[src/hdl/ivofh_pkg.sv]
// Shared constants and types for the input over-voltage fault handler.
// Assumes a decoded command port from a bus engine elsewhere in the device.
package ivofh_pkg;

    // Command codes of the two registers
    localparam logic [7:0] IVOFH_THRESHOLD_CMD = 8'h55;
    localparam logic [7:0] IVOFH_REACTION_CMD = 8'h56;

    // Reset values: largest positive linear value, and disable with no retry
    localparam logic [15:0] IVOFH_THRESHOLD_RST = 16'h7bff;
    localparam logic [7:0] IVOFH_REACTION_RST = 8'h80;

    // Response codes, bits 7:6 of the reaction register
    localparam logic [1:0] IVOFH_RSP_IGNORE = 2'h0;
    localparam logic [1:0] IVOFH_RSP_CONTINUE = 2'h1;
    localparam logic [1:0] IVOFH_RSP_DISABLE = 2'h2;
    localparam logic [1:0] IVOFH_RSP_HOLD = 2'h3;

    // Retry codes, bits 5:3 of the reaction register
    localparam logic [2:0] IVOFH_RETRY_NONE = 3'h0;
    localparam logic [2:0] IVOFH_RETRY_FOREVER = 3'h7;

    // Layout of the reaction register, msb first
    typedef struct packed {
        logic [1:0] rsp;
        logic [2:0] retry;
        logic [2:0] delay;
    } ivofh_cfg_type;

    // Decoded command request from the bus engine
    typedef struct packed {
        logic wr;
        logic rd;
        logic [7:0] cmd;
        logic [15:0] wdata;
    } ivofh_req_type;

    // Answer to a request
    typedef struct packed {
        logic rvalid;
        logic rerr;
        logic [15:0] rdata;
    } ivofh_ans_type;

    // Gray codes along normal, delay, retry wait, latched
    typedef enum logic [2:0] {
        IVOFH_NORMAL = 3'h0,
        IVOFH_DELAY = 3'h1,
        IVOFH_RETRY_WAIT = 3'h3,
        IVOFH_LATCHED = 3'h2,
        IVOFH_HOLD = 3'h6
    } ivofh_state_type;

endpackage

[src/hdl/ivofh_delay_timer.sv]
// Delay timer: 2^code time units, one unit being unit_ticks clock cycles.
// Assumes unit_ticks is held steady while a delay runs.
module ivofh_delay_timer #(
    parameter int UNIT_W = 16
) (
    input wire logic clock,
    input wire logic rst_n,
    input wire logic start,
    input wire logic [2:0] code,
    input wire logic [UNIT_W-1:0] unit_ticks,
    output logic done
);
    import ivofh_pkg::*;

    typedef struct packed {
        logic running;
        logic done;
        logic [UNIT_W-1:0] pre;
        logic [7:0] units;
    } ivofh_tmr_state_type;

    ivofh_tmr_state_type s_r, s_nxt;

    // A start reloads at once, so a new attempt always gets a full delay
    always_comb begin
        s_nxt = s_r;
        s_nxt.done = 1'b0;
        if (start) begin
            s_nxt.running = 1'b1;
            s_nxt.pre = '0;
            s_nxt.units = 8'h01 << code;
        end else if (s_r.running) begin
            // Zero ticks per unit is treated as one tick
            if (s_r.pre + UNIT_W'(1) >= unit_ticks) begin
                s_nxt.pre = '0;
                s_nxt.units = s_r.units - 8'h01;
                if (s_r.units == 8'h01) begin
                    s_nxt.running = 1'b0;
                    s_nxt.done = 1'b1;
                end
            end else begin
                s_nxt.pre = s_r.pre + UNIT_W'(1);
            end
        end
    end

    always_ff @(posedge clock) begin
        if (!rst_n) begin
            s_r <= '0;
        end else begin
            s_r <= s_nxt;
        end
    end

    assign done = s_r.done;

endmodule // ivofh_delay_timer

[src/hdl/ivofh_handler.sv]
// Input over-voltage fault handler: threshold and reaction registers,
// fault detection and the response and retry sequencer.
// Assumes measured voltage, time unit, off command and clear come from
// logic on the same clock; the time unit comes from its own register.
// How it works
// - Sixteen-bit linear over-voltage threshold, host writable and readable.
// - Response 00 ignores the fault; output keeps running.
// - Response 01 runs on for the delay, then follows retry setting if still faulted.
// - Response 10 disables output at once, then follows retry setting.
// - Response 11 holds output off while fault lasts, resumes after.
// - Retry 000 makes no attempt; output off until fault cleared.
// - Retry 1 to 6 gives that many attempts, then latches off.
// - Attempt start to next attempt start is the programmed delay plus two clock cycles.
// - Retry 111 retries forever until commanded off or shut down.
// - Delay code n means 2 to the n time units.
// - One delay serves both run-on time and retry spacing.
// - Time unit length comes from a separate configuration input.
module ivofh_handler #(
    parameter int UNIT_W = 16
) (
    input wire logic clock,
    input wire logic rst_n,
    input ivofh_pkg::ivofh_req_type req,
    output ivofh_pkg::ivofh_ans_type ans,
    input wire logic [15:0] vin_meas,
    input wire logic [UNIT_W-1:0] time_unit_ticks,
    input wire logic cmd_off,
    input wire logic other_fault,
    input wire logic fault_clear,
    output logic output_enable,
    output logic fault_flag,
    output logic fault_latched,
    output logic retry_active
);
    import ivofh_pkg::*;

    typedef struct packed {
        ivofh_state_type state;
        logic [15:0] thr;
        ivofh_cfg_type cfg;
        logic [2:0] left;
        logic tstart;
        logic out_en;
        logic sticky;
        logic latched;
        logic retrying;
        ivofh_ans_type ans;
    } ivofh_main_state_type;

    ivofh_main_state_type s_r, s_nxt;
    logic fault_raw;
    logic tdone;

    // Fault is a level, one cycle behind the measurement
    ivofh_lin_cmp u_cmp (
        .clock(clock),
        .rst_n(rst_n),
        .value_a(vin_meas),
        .value_b(s_r.thr),
        .a_above_b(fault_raw)
    );

    // One timer for run-on and retry spacing alike
    ivofh_delay_timer #(
        .UNIT_W(UNIT_W)
    ) u_tmr (
        .clock(clock),
        .rst_n(rst_n),
        .start(s_r.tstart),
        .code(s_r.cfg.delay),
        .unit_ticks(time_unit_ticks),
        .done(tdone)
    );

    // Enter the retry phase: latch at once when no attempt is allowed
    function automatic ivofh_main_state_type ivofh_enter_retry(
        input ivofh_main_state_type st
    );
        ivofh_main_state_type r;
        r = st;
        if (st.cfg.retry == IVOFH_RETRY_NONE) begin
            r.state = IVOFH_LATCHED;
        end else begin
            r.state = IVOFH_RETRY_WAIT;
            r.left = st.cfg.retry;
            r.tstart = 1'b1;
        end
        return r;
    endfunction

    // Only the two register codes answer; anything else is refused
    function automatic logic ivofh_known_cmd(input logic [7:0] cmd);
        logic hit;
        hit = 1'b0;
        case (cmd)
            IVOFH_THRESHOLD_CMD: begin
                hit = 1'b1;
            end
            IVOFH_REACTION_CMD: begin
                hit = 1'b1;
            end
            default: begin
                hit = 1'b0;
            end
        endcase
        return hit;
    endfunction

    // States in which the power stage may run
    function automatic logic ivofh_runs(input ivofh_state_type st);
        logic on;
        on = 1'b0;
        case (st)
            IVOFH_NORMAL: begin
                on = 1'b1;
            end
            IVOFH_DELAY: begin
                on = 1'b1; // Run-on keeps the output up
            end
            default: begin
                on = 1'b0;
            end
        endcase
        return on;
    endfunction

    // States still carrying out a response; off and other faults end them
    function automatic logic ivofh_pending(input ivofh_state_type st);
        logic p;
        p = 1'b0;
        case (st)
            IVOFH_DELAY: begin
                p = 1'b1;
            end
            IVOFH_RETRY_WAIT: begin
                p = 1'b1;
            end
            IVOFH_HOLD: begin
                p = 1'b1;
            end
            default: begin
                p = 1'b0;
            end
        endcase
        return p;
    endfunction

    always_comb begin
        s_nxt = s_r;
        // Strobes default low; a branch below raises them for one cycle
        s_nxt.tstart = 1'b0;
        s_nxt.ans.rvalid = 1'b0;
        s_nxt.ans.rerr = 1'b0;

        // Register writes; unknown codes only raise the error strobe
        if (req.wr) begin
            case (req.cmd)
                IVOFH_THRESHOLD_CMD: begin
                    s_nxt.thr = req.wdata;
                end
                IVOFH_REACTION_CMD: begin
                    s_nxt.cfg = req.wdata[7:0];
                end
                default: begin
                    s_nxt.cfg = s_r.cfg; // Unknown code writes nothing
                end
            endcase
        end

        // Register reads; upper byte of the reaction reads as zero
        if (req.rd) begin
            s_nxt.ans.rvalid = 1'b1;
            case (req.cmd)
                IVOFH_THRESHOLD_CMD: begin
                    s_nxt.ans.rdata = s_r.thr;
                end
                IVOFH_REACTION_CMD: begin
                    s_nxt.ans.rdata = {8'h00, s_r.cfg};
                end
                default: begin
                    s_nxt.ans.rdata = 16'h0000;
                end
            endcase
        end

        // Either strobe on an unknown code raises the error strobe
        if ((req.wr || req.rd) && !ivofh_known_cmd(req.cmd)) begin
            s_nxt.ans.rerr = 1'b1;
        end

        // Sticky fault flag; a fault in the clear cycle wins
        if (fault_clear) begin
            s_nxt.sticky = 1'b0;
        end
        if (fault_raw) begin
            s_nxt.sticky = 1'b1;
        end

        // Response sequencer
        case (s_r.state)
            IVOFH_NORMAL: begin
                // A unit commanded off has nothing to protect; no response starts
                if (fault_raw && !cmd_off) begin
                    case (s_r.cfg.rsp)
                        IVOFH_RSP_IGNORE: begin
                            s_nxt.state = IVOFH_NORMAL;
                        end
                        IVOFH_RSP_CONTINUE: begin
                            s_nxt.state = IVOFH_DELAY;
                            s_nxt.tstart = 1'b1;
                        end
                        IVOFH_RSP_DISABLE: begin
                            s_nxt = ivofh_enter_retry(s_nxt);
                        end
                        default: begin
                            s_nxt.state = IVOFH_HOLD;
                        end
                    endcase
                end
            end
            IVOFH_DELAY: begin
                // Output stays on; only the state at expiry matters
                if (tdone) begin
                    if (fault_raw) begin
                        s_nxt = ivofh_enter_retry(s_nxt);
                    end else begin
                        s_nxt.state = IVOFH_NORMAL;
                    end
                end
            end
            IVOFH_RETRY_WAIT: begin
                if (tdone) begin
                    // A clean input at expiry counts as a successful restart
                    if (!fault_raw) begin
                        s_nxt.state = IVOFH_NORMAL;
                    end else if (s_r.cfg.retry == IVOFH_RETRY_FOREVER) begin
                        s_nxt.tstart = 1'b1;
                    end else if (s_r.left <= 3'h1) begin
                        s_nxt.state = IVOFH_LATCHED;
                    end else begin
                        s_nxt.left = s_r.left - 3'h1;
                        s_nxt.tstart = 1'b1;
                    end
                end
            end
            IVOFH_HOLD: begin
                // Resuming uses no retry budget
                if (!fault_raw) begin
                    s_nxt.state = IVOFH_NORMAL;
                end
            end
            IVOFH_LATCHED: begin
                if (fault_clear) begin
                    s_nxt.state = IVOFH_NORMAL;
                end
            end
            default: begin
                s_nxt.state = IVOFH_NORMAL;
            end
        endcase

        // Off command drops any pending response; other faults latch it
        if (ivofh_pending(s_r.state)) begin
            if (other_fault) begin
                s_nxt.state = IVOFH_LATCHED;
                s_nxt.tstart = 1'b0;
            end else if (cmd_off) begin
                s_nxt.state = IVOFH_NORMAL;
                s_nxt.tstart = 1'b0;
            end
        end

        // Output on only in running states; external off overrides
        s_nxt.out_en = ivofh_runs(s_nxt.state) &&
                       !cmd_off && !other_fault;
        s_nxt.latched = s_nxt.state == IVOFH_LATCHED;
        s_nxt.retrying = s_nxt.state == IVOFH_RETRY_WAIT;
    end

    // Outputs come from this one register
    // Reset loads the default threshold and reaction
    always_ff @(posedge clock) begin
        if (!rst_n) begin
            s_r <= '0;
            s_r.state <= IVOFH_NORMAL;
            s_r.thr <= IVOFH_THRESHOLD_RST;
            s_r.cfg <= IVOFH_REACTION_RST;
        end else begin
            s_r <= s_nxt;
        end
    end

    assign ans = s_r.ans;
    assign output_enable = s_r.out_en;
    assign fault_flag = s_r.sticky;
    assign fault_latched = s_r.latched;
    assign retry_active = s_r.retrying;

endmodule // ivofh_handler

[src/hdl/ivofh_lin_cmp.sv]
// Registered greater-than compare of two values in linear numeric format.
// Assumes both inputs come from logic on the same clock.
module ivofh_lin_cmp (
    input wire logic clock,
    input wire logic rst_n,
    input wire logic [15:0] value_a,
    input wire logic [15:0] value_b,
    output logic a_above_b
);
    import ivofh_pkg::*;

    typedef struct packed {
        logic gt;
    } ivofh_cmp_state_type;

    ivofh_cmp_state_type s_r, s_nxt;

    // Scale mantissa by 2^(exp+16) so every exponent lands on one grid
    function automatic logic signed [47:0] ivofh_to_fixed(input logic [15:0] v);
        logic signed [47:0] m;
        logic [5:0] sh;
        m = 48'(signed'(v[10:0]));
        sh = 6'(signed'(v[15:11]) + 6'sd16);
        return m <<< sh;
    endfunction

    // Comparison is registered to keep the wide shifters off the fsm path
    always_comb begin
        s_nxt = s_r;
        s_nxt.gt = ivofh_to_fixed(value_a) > ivofh_to_fixed(value_b);
    end

    always_ff @(posedge clock) begin
        if (!rst_n) begin
            s_r <= '0;
        end else begin
            s_r <= s_nxt;
        end
    end

    assign a_above_b = s_r.gt;

endmodule // ivofh_lin_cmp

[config.mk]
export PLATFORM = sky130hd
export DESIGN_NAME = ivofh_handler
export DESIGN_NICKNAME = d
export VERILOG_FILES = /design/src/hdl/ivofh_pkg.sv /design/src/hdl/ivofh_delay_timer.sv /design/src/hdl/ivofh_handler.sv /design/src/hdl/ivofh_lin_cmp.sv
export SDC_FILE = /design/constraint.sdc
export NUM_CORES = 1
export LEC_CHECK = 0
export ABC_AREA = 1
export BUFFER_PORTS_ARGS = -buffer_cell sky130_fd_sc_hd__buf_2
export CAP_MARGIN = 20
export CELL_PAD_IN_SITES_DETAIL_PLACEMENT = 1
export CELL_PAD_IN_SITES_GLOBAL_PLACEMENT = 1
export CORE_MARGIN = 2
export CORE_UTILIZATION = 42
export CTS_CLUSTER_DIAMETER = 80
export DETAILED_ROUTE_END_ITERATION = 12
export GPL_TIMING_DRIVEN = 0
export PLACE_DENSITY = 0.83
export SYNTH_ARGS = -nofsm -noshare
export SYNTH_HDL_FRONTEND = slang
export SYNTH_SLANG_ARGS = --single-unit
[constraint.sdc]
create_clock -name clock -period 3.34 [get_ports clock]
set_input_delay 0.334 -clock clock [delete_from_list [all_inputs] [get_ports clock]]
set_output_delay 0.334 -clock clock [all_outputs]
set_load 0.005 [all_outputs]
* After elaboration in Yosys (flattened, before gate mapping)
Cells that the tools add are included.
** Operators by class
- Add/subtract/negate cells :: 5
- Magnitude comparators :: 3
- Eq/ne operators :: 21
- Shifts and indexed selects :: 3
- Multiplexer cells :: 49
- Bitwise logic cells :: 3
- Reductions and logical operators :: 22
** Operator list (count)
- $mux W53 :: 2
- $sshl A11 B6 Y48 :: 2
- $mux W26 :: 2
- $gt A48 B48 Y1 :: 1
- $mux W16 :: 3
- $pmux W24 S2 :: 1
- $pmux W21 S2 :: 1
- $mux W3 :: 11
- $pmux W16 S2 :: 1
- $mux W24 :: 1
- $mux W8 :: 3
- $add A16 B1 Y16 const B :: 1
- $eq A8 B7 Y1 const B :: 2
- $ge A16 B16 Y1 :: 1
- $mux W4 :: 4
- $pmux W3 S5 :: 1
- $mux W1 :: 13
- $add A5 B6 Y6 const B :: 2
- $eq A3 B2 Y1 const B :: 4
- $pmux W4 S3 :: 1
- $ne A2 B1 Y1 const B :: 5
- $logic_not A3 Y1 :: 3
- $pmux W3 S3 :: 1
- $reduce_and A9 Y1 :: 1
- 23 further kinds :: 39
** Word-level totals
- Bits in registers :: 80
- Input bits :: 63
- Output and inout port bits :: 22
- Logic and storage cells :: 125

* Logic depth before layout (Yosys ltp)
- Depth after elaboration :: 17
- Gate-level depth with buffers :: 26
- Depth with buffers taken out :: 26

* Cells and area by module
A second synthesis with hierarchy kept.
** Unflattened totals
- Cell total of the unflattened synthesis :: 1248
- Area, all modules :: 7577.3 um^2
** By module, submodules not included
- ivofh_lin_cmp :: times used 1, cells each 568, area an instance 2877.8 um^2, seq. area each 20.0 um^2
- ivofh_handler :: times used 1, cells each 359, area an instance 2656.3 um^2, seq. area each 1061.0 um^2
- ivofh_delay_timer :: times used 1, cells each 321, area an instance 2043.2 um^2, seq. area each 520.5 um^2

* Worst setup path after synthesis
No wires, ideal clock.
- Path kind :: register -> register
- From :: register u_tmr.s_r[8] (netlist name)
- To :: register u_tmr.s_r[12] (netlist name)
- Library setup time :: 0.071 ns
- Data arrival time :: 2.517 ns
- Setup slack :: 0.752 ns
- Cell stages (with the launch flop) :: 16
- Path through :: dfxtp_1 -> ha_1 -> nand3_2 -> nor3_4 -> nand3_2 -> nor3b_2 -> xor2_1 -> ha_1 -> nand2_1 -> o21ai_1 -> a21oi_1 -> nand3_1 -> nor2_1 -> buf_2 -> nand2_1 -> a21oi_1
** Between the ends
- Word-level cells in the longest chain between the ends :: 3
** RTL lines
- from (decl) :: line ivofh_delay_timer.sv:22 : ivofh_tmr_state_type s_r, s_nxt;
- from (signal assigned) :: line ivofh_delay_timer.sv:51 : s_r <= s_nxt;
- $add A16 B1 Y16 * :: line ivofh_delay_timer.sv:34, ivofh_delay_timer.sv:42
- $ge A16 B16 Y1 :: line ivofh_delay_timer.sv:34 : if (s_r.pre + UNIT_W'(1) >= unit_ticks) begin
- $mux W16 * :: line ivofh_delay_timer.sv:34
Every way passes the cells marked *; elsewhere a longest branch is shown, timed or not.
A chain may end at the register's enable or synchronous reset.

* Worst setup path after layout
- From :: register s_r[46] (netlist name)
- To :: register u_cmp.s_r, in the netlist u_cmp.a_above_b
** Between the ends
- Word-level cells in the longest chain between the ends :: 3
** RTL lines
- from (decl) :: line ivofh_handler.sv:50 : ivofh_main_state_type s_r, s_nxt;
- from (signal assigned) :: line ivofh_handler.sv:289 : s_r <= s_nxt;
- $add A5 B6 Y6 :: line ivofh_lin_cmp.sv:23 : sh = 6'(signed'(v[15:11]) + 6'sd16);
- $sshl A11 B6 Y48 :: line ivofh_lin_cmp.sv:24 : return m <<< sh;
- $gt A48 B48 Y1 :: line ivofh_lin_cmp.sv:30 : s_nxt.gt = ivofh_to_fixed(value_a) > ivofh_to_fixed(value_b);
- to (signal assigned) :: line ivofh_lin_cmp.sv:37 : s_r <= s_nxt;
- to (decl) :: line ivofh_lin_cmp.sv:16 : ivofh_cmp_state_type s_r, s_nxt;
Every way passes these cells.

==> impl_metrics.toml <==
[sta]
fin_tns_setup_ps = 0
hold_viol = 0
setup_ws_ps = 207
finalClockSkew_ps = 7.47
slew_headroom_pct = 56.8
fin_crit_ps = 3130
worstMarginPinSlew_ps = 648
setup_viol_count_final = 0
slew_viol_final = 0
finalCritPeriodShare_pct = 93.8
fmax_ghz = 0.319

[run]
drv_cap = 0

[synth]
syn_inst = 1158
synth_top_flop_cell = "dfxtp_1"
synth_edf_count = 0
synth_seq_cells = 80
synth_top_area_share_pct = 22.3
syn_area_per_cell_sq_um = 6.20
synth-seq-area-share_pct = 22.3
synth_top_area_cell = "dfxtp_1"
netlist_top_cells_area = "dfxtp_1, nand2_1, ha_1"
syn_area_sq_um = 7180
synthDistinctLibCells = 47
syn-num-nets = 1287
ys.warnings.count = 0
synthArstFlopShare_pct = 0

[clocking]
cts.sinks = 80
h-tree-depth = 3
cts_tree = "built"
cts_buffer_depth = 2
clockRootBuffer = "clkbuf_16"
clk_pin_slew_ps = 70
hold_buffers = 0
clk_latency_ps = 350
numCtsBuffers = 9

[route]
num_vias = 7933
first_pass_iters = 5
vias_per_cell = 5.36
detail-route-antenna-nets = 0
drt_iter0_markers = 414
wl_per_cell_um = 15.7
routed_wirelength_mm = 23.2
drc = 0

[placement]
dp_hpwl_mm = 19.0
place_ws_ps = -136
place_area_sq_um = 7860
gp_congestion = 0.929
numPlacedInstances = 1460
port_buffers = 82

[worst_setup_path]
crit_buf_inv = 4
cpMostUsedCell = "nand2_1"
endpoint_kind = "flop"
arrival_ps = 3360
path_cells = "clkbuf_4 -> inv_4 -> buf_6 -> mux2i_2 -> nand2_1 -> o21ai_1 -> nand2_1 -> o21ai_1 -> o21ai_0 -> inv_1 -> ha_1 -> a21oi_1 -> o21ai_0 -> a21oi_2 -> nand2_1 -> nand2_1 -> nand3_1 -> nand2_1 -> nand2_1 -> nand2_2 -> nor2_2"
cp_slowest_cell = "dfxtp_1"
path_depth = 21
cp-start-kind = "flop"
crit_type = "reg2reg"
cp_slowest_stage_delay_ps = 310
critPathMaxFanout = 10
cp_top_family = "compound AO/OA/AOI/OAI gates"
rr_worst_depth = 21
required_ps = 3570

[power]
power_density_nw_per_um2 = 290
power_leakage_uw = 0.00421
vdd_ir_drop_max_mv = 0.269
power_uw = 2400

[floorplan]
die_y_um = 135
initial_core_util_pct = 43.1
core_sq_um = 16600
rows = 47
dieArea_sq_um = 18100
die_w_um = 135
ios = 85

[grt]
antenna_found_initial = 0
grt_pass1_vias = 7977
grt_pass1_wl_mm = 38.0
grt_usage_pct = 25.8
grt.overflow.total = 0
grt_max_degree = 17

[final_layout]
final_cell_area_sq_um = 8310
seq_area_sq_um = 1610
drive_gt1_share_pct = 15.3
nets = 1384
multi_input_area_sq_um = 4770
stdcell_count = 1480
n_fill_cell = 2376
area_growth_pct = 15.7
num_antenna_cells = 0

[worst_hold_path]
hold_path_class = "in2reg"
hold_depth = 2

[run_status]
run_status = "completed"
==> per-layer routing <==
metal	track usage, %	wire [um]	up-vias	part of all wire [%]
li1	-	-	3984	-
met1	34.1	11000	3772	47
met2	44.1	11000	149	47
met3	3.68	867	28	3.7
met4	6.90	384	0	1.7
met5	0	0	-	0
==> logic make-up after synthesis <==
family / count (synthesis) / share of synthesized area, %
AOI/OAI and AO/OA: 296 / 22.1
xor gates and xnor gates: 19 / 2.32
adders and majority gates: 66 / 11.5
buffers and inverters: 215 / 12.7
DFF: 80 / 22.3
muxes: 4 / 0.558
and+or+nand+nor: 478 / 28.5
==> cells in the mapped netlist, types with 2 or more instances <==
master,number
nand2_1,270
o21ai_0,160
inv_1,142
nor2_1,104
a21oi_1,86
dfxtp_1,80
ha_1,66
nand3_1,42
clkbuf_1,27
buf_4,19
xor2_1,17
nand4_1,16
nor3_1,12
o21ai_1,12
buf_2,9
o21a_1,7
o221ai_1,7
clkinv_1,6
or2_1,6
buf_1,5
nand2_2,5
o22ai_1,5
or2_2,5
a22oi_1,4
inv_2,4
mux2i_1,4
nand3_2,4
buf_6,3
nor3_2,3
nor4_1,3
o21ai_2,3
o21bai_1,3
a31oi_1,2
nor2_2,2
nor2_4,2
xnor2_1,2
==> area by class of cell <==
class / count / area share [%]
multi-input cells: 863 / 57.5
flip-flops and latches: 80 / 19.3
inverters: 152 / 6.90
repair buffers: 86 / 5.30
plain buffers: 63 / 4.23
well taps: 220 / 3.31
clock buffers: 9 / 2.71
clock inverters: 7 / 0.723
==> per-stage QoR <==
step                      hold WS (ps)  util (%)
after floorplan                    412         -
after global placement             450      47.2
after detailed placement           458      47.2
after CTS                          165      49.0
after global routing               176      49.9
final                              173      49.9
==> power breakdown <==
group | switching (uW) | internal (uW) | total, uW
sequential | 10.2 | 970 | 980
clock | 451 | 518 | 969
combinational | 285 | 170 | 456
total | 746 | 1660 | 2400
==> flip-flops by register name (all words and copies together) (netlist names) <==
| signal | flops |
|---|---|
| ans | 18 |
| fault_flag | 1 |
| fault_latched | 1 |
| output_enable | 1 |
| retry_active | 1 |
| s_r | 31 |
| u_cmp.a_above_b | 1 |
| u_tmr.done | 1 |
| u_tmr.s_r | 25 |
==> what timing repair did <==
item | CTS | global route
setup endpoints to repair | 10 | 19
gates resized for setup | 3 | 59
buffers inserted | 0 | 4
pin swaps | 0 | 13
==> layout by cell type, fill, tap and decap left out, drive strengths merged <==
cell	Yosys	routed
a211oi	1	1
a21o	1	1
clkinv	6	7
clkbuf	27	39
clkinvlp	0	1
o21bai	3	3
nor4	3	3
nor3b	2	2
nand3b	1	1
or2	11	11
ha	66	66
xor2	17	17
buf	36	119
nand4	16	16
dfxtp	80	80
o221ai	7	7
nand2	275	275
o21ai	175	175
o22ai	5	5
nand3	46	46
inv	146	151
mux2i	4	4
a2111oi	1	1
a22oi	5	5
a31o	1	1
nor2	108	108
o211ai	1	1
nor3	16	16
a31oi	2	2
o21a	7	7
a21oi	87	87
xnor2	2	2
==> path summary, 6_finish.rpt <==
check               from               to  slack (ps)
max              s_r[46]  u_cmp.a_above_b         210
max reg2reg      s_r[46]  u_cmp.a_above_b         210
min reg2reg   fault_flag       fault_flag         460
min          other_fault    output_enable         170
(Power assumes the default switching activity.)
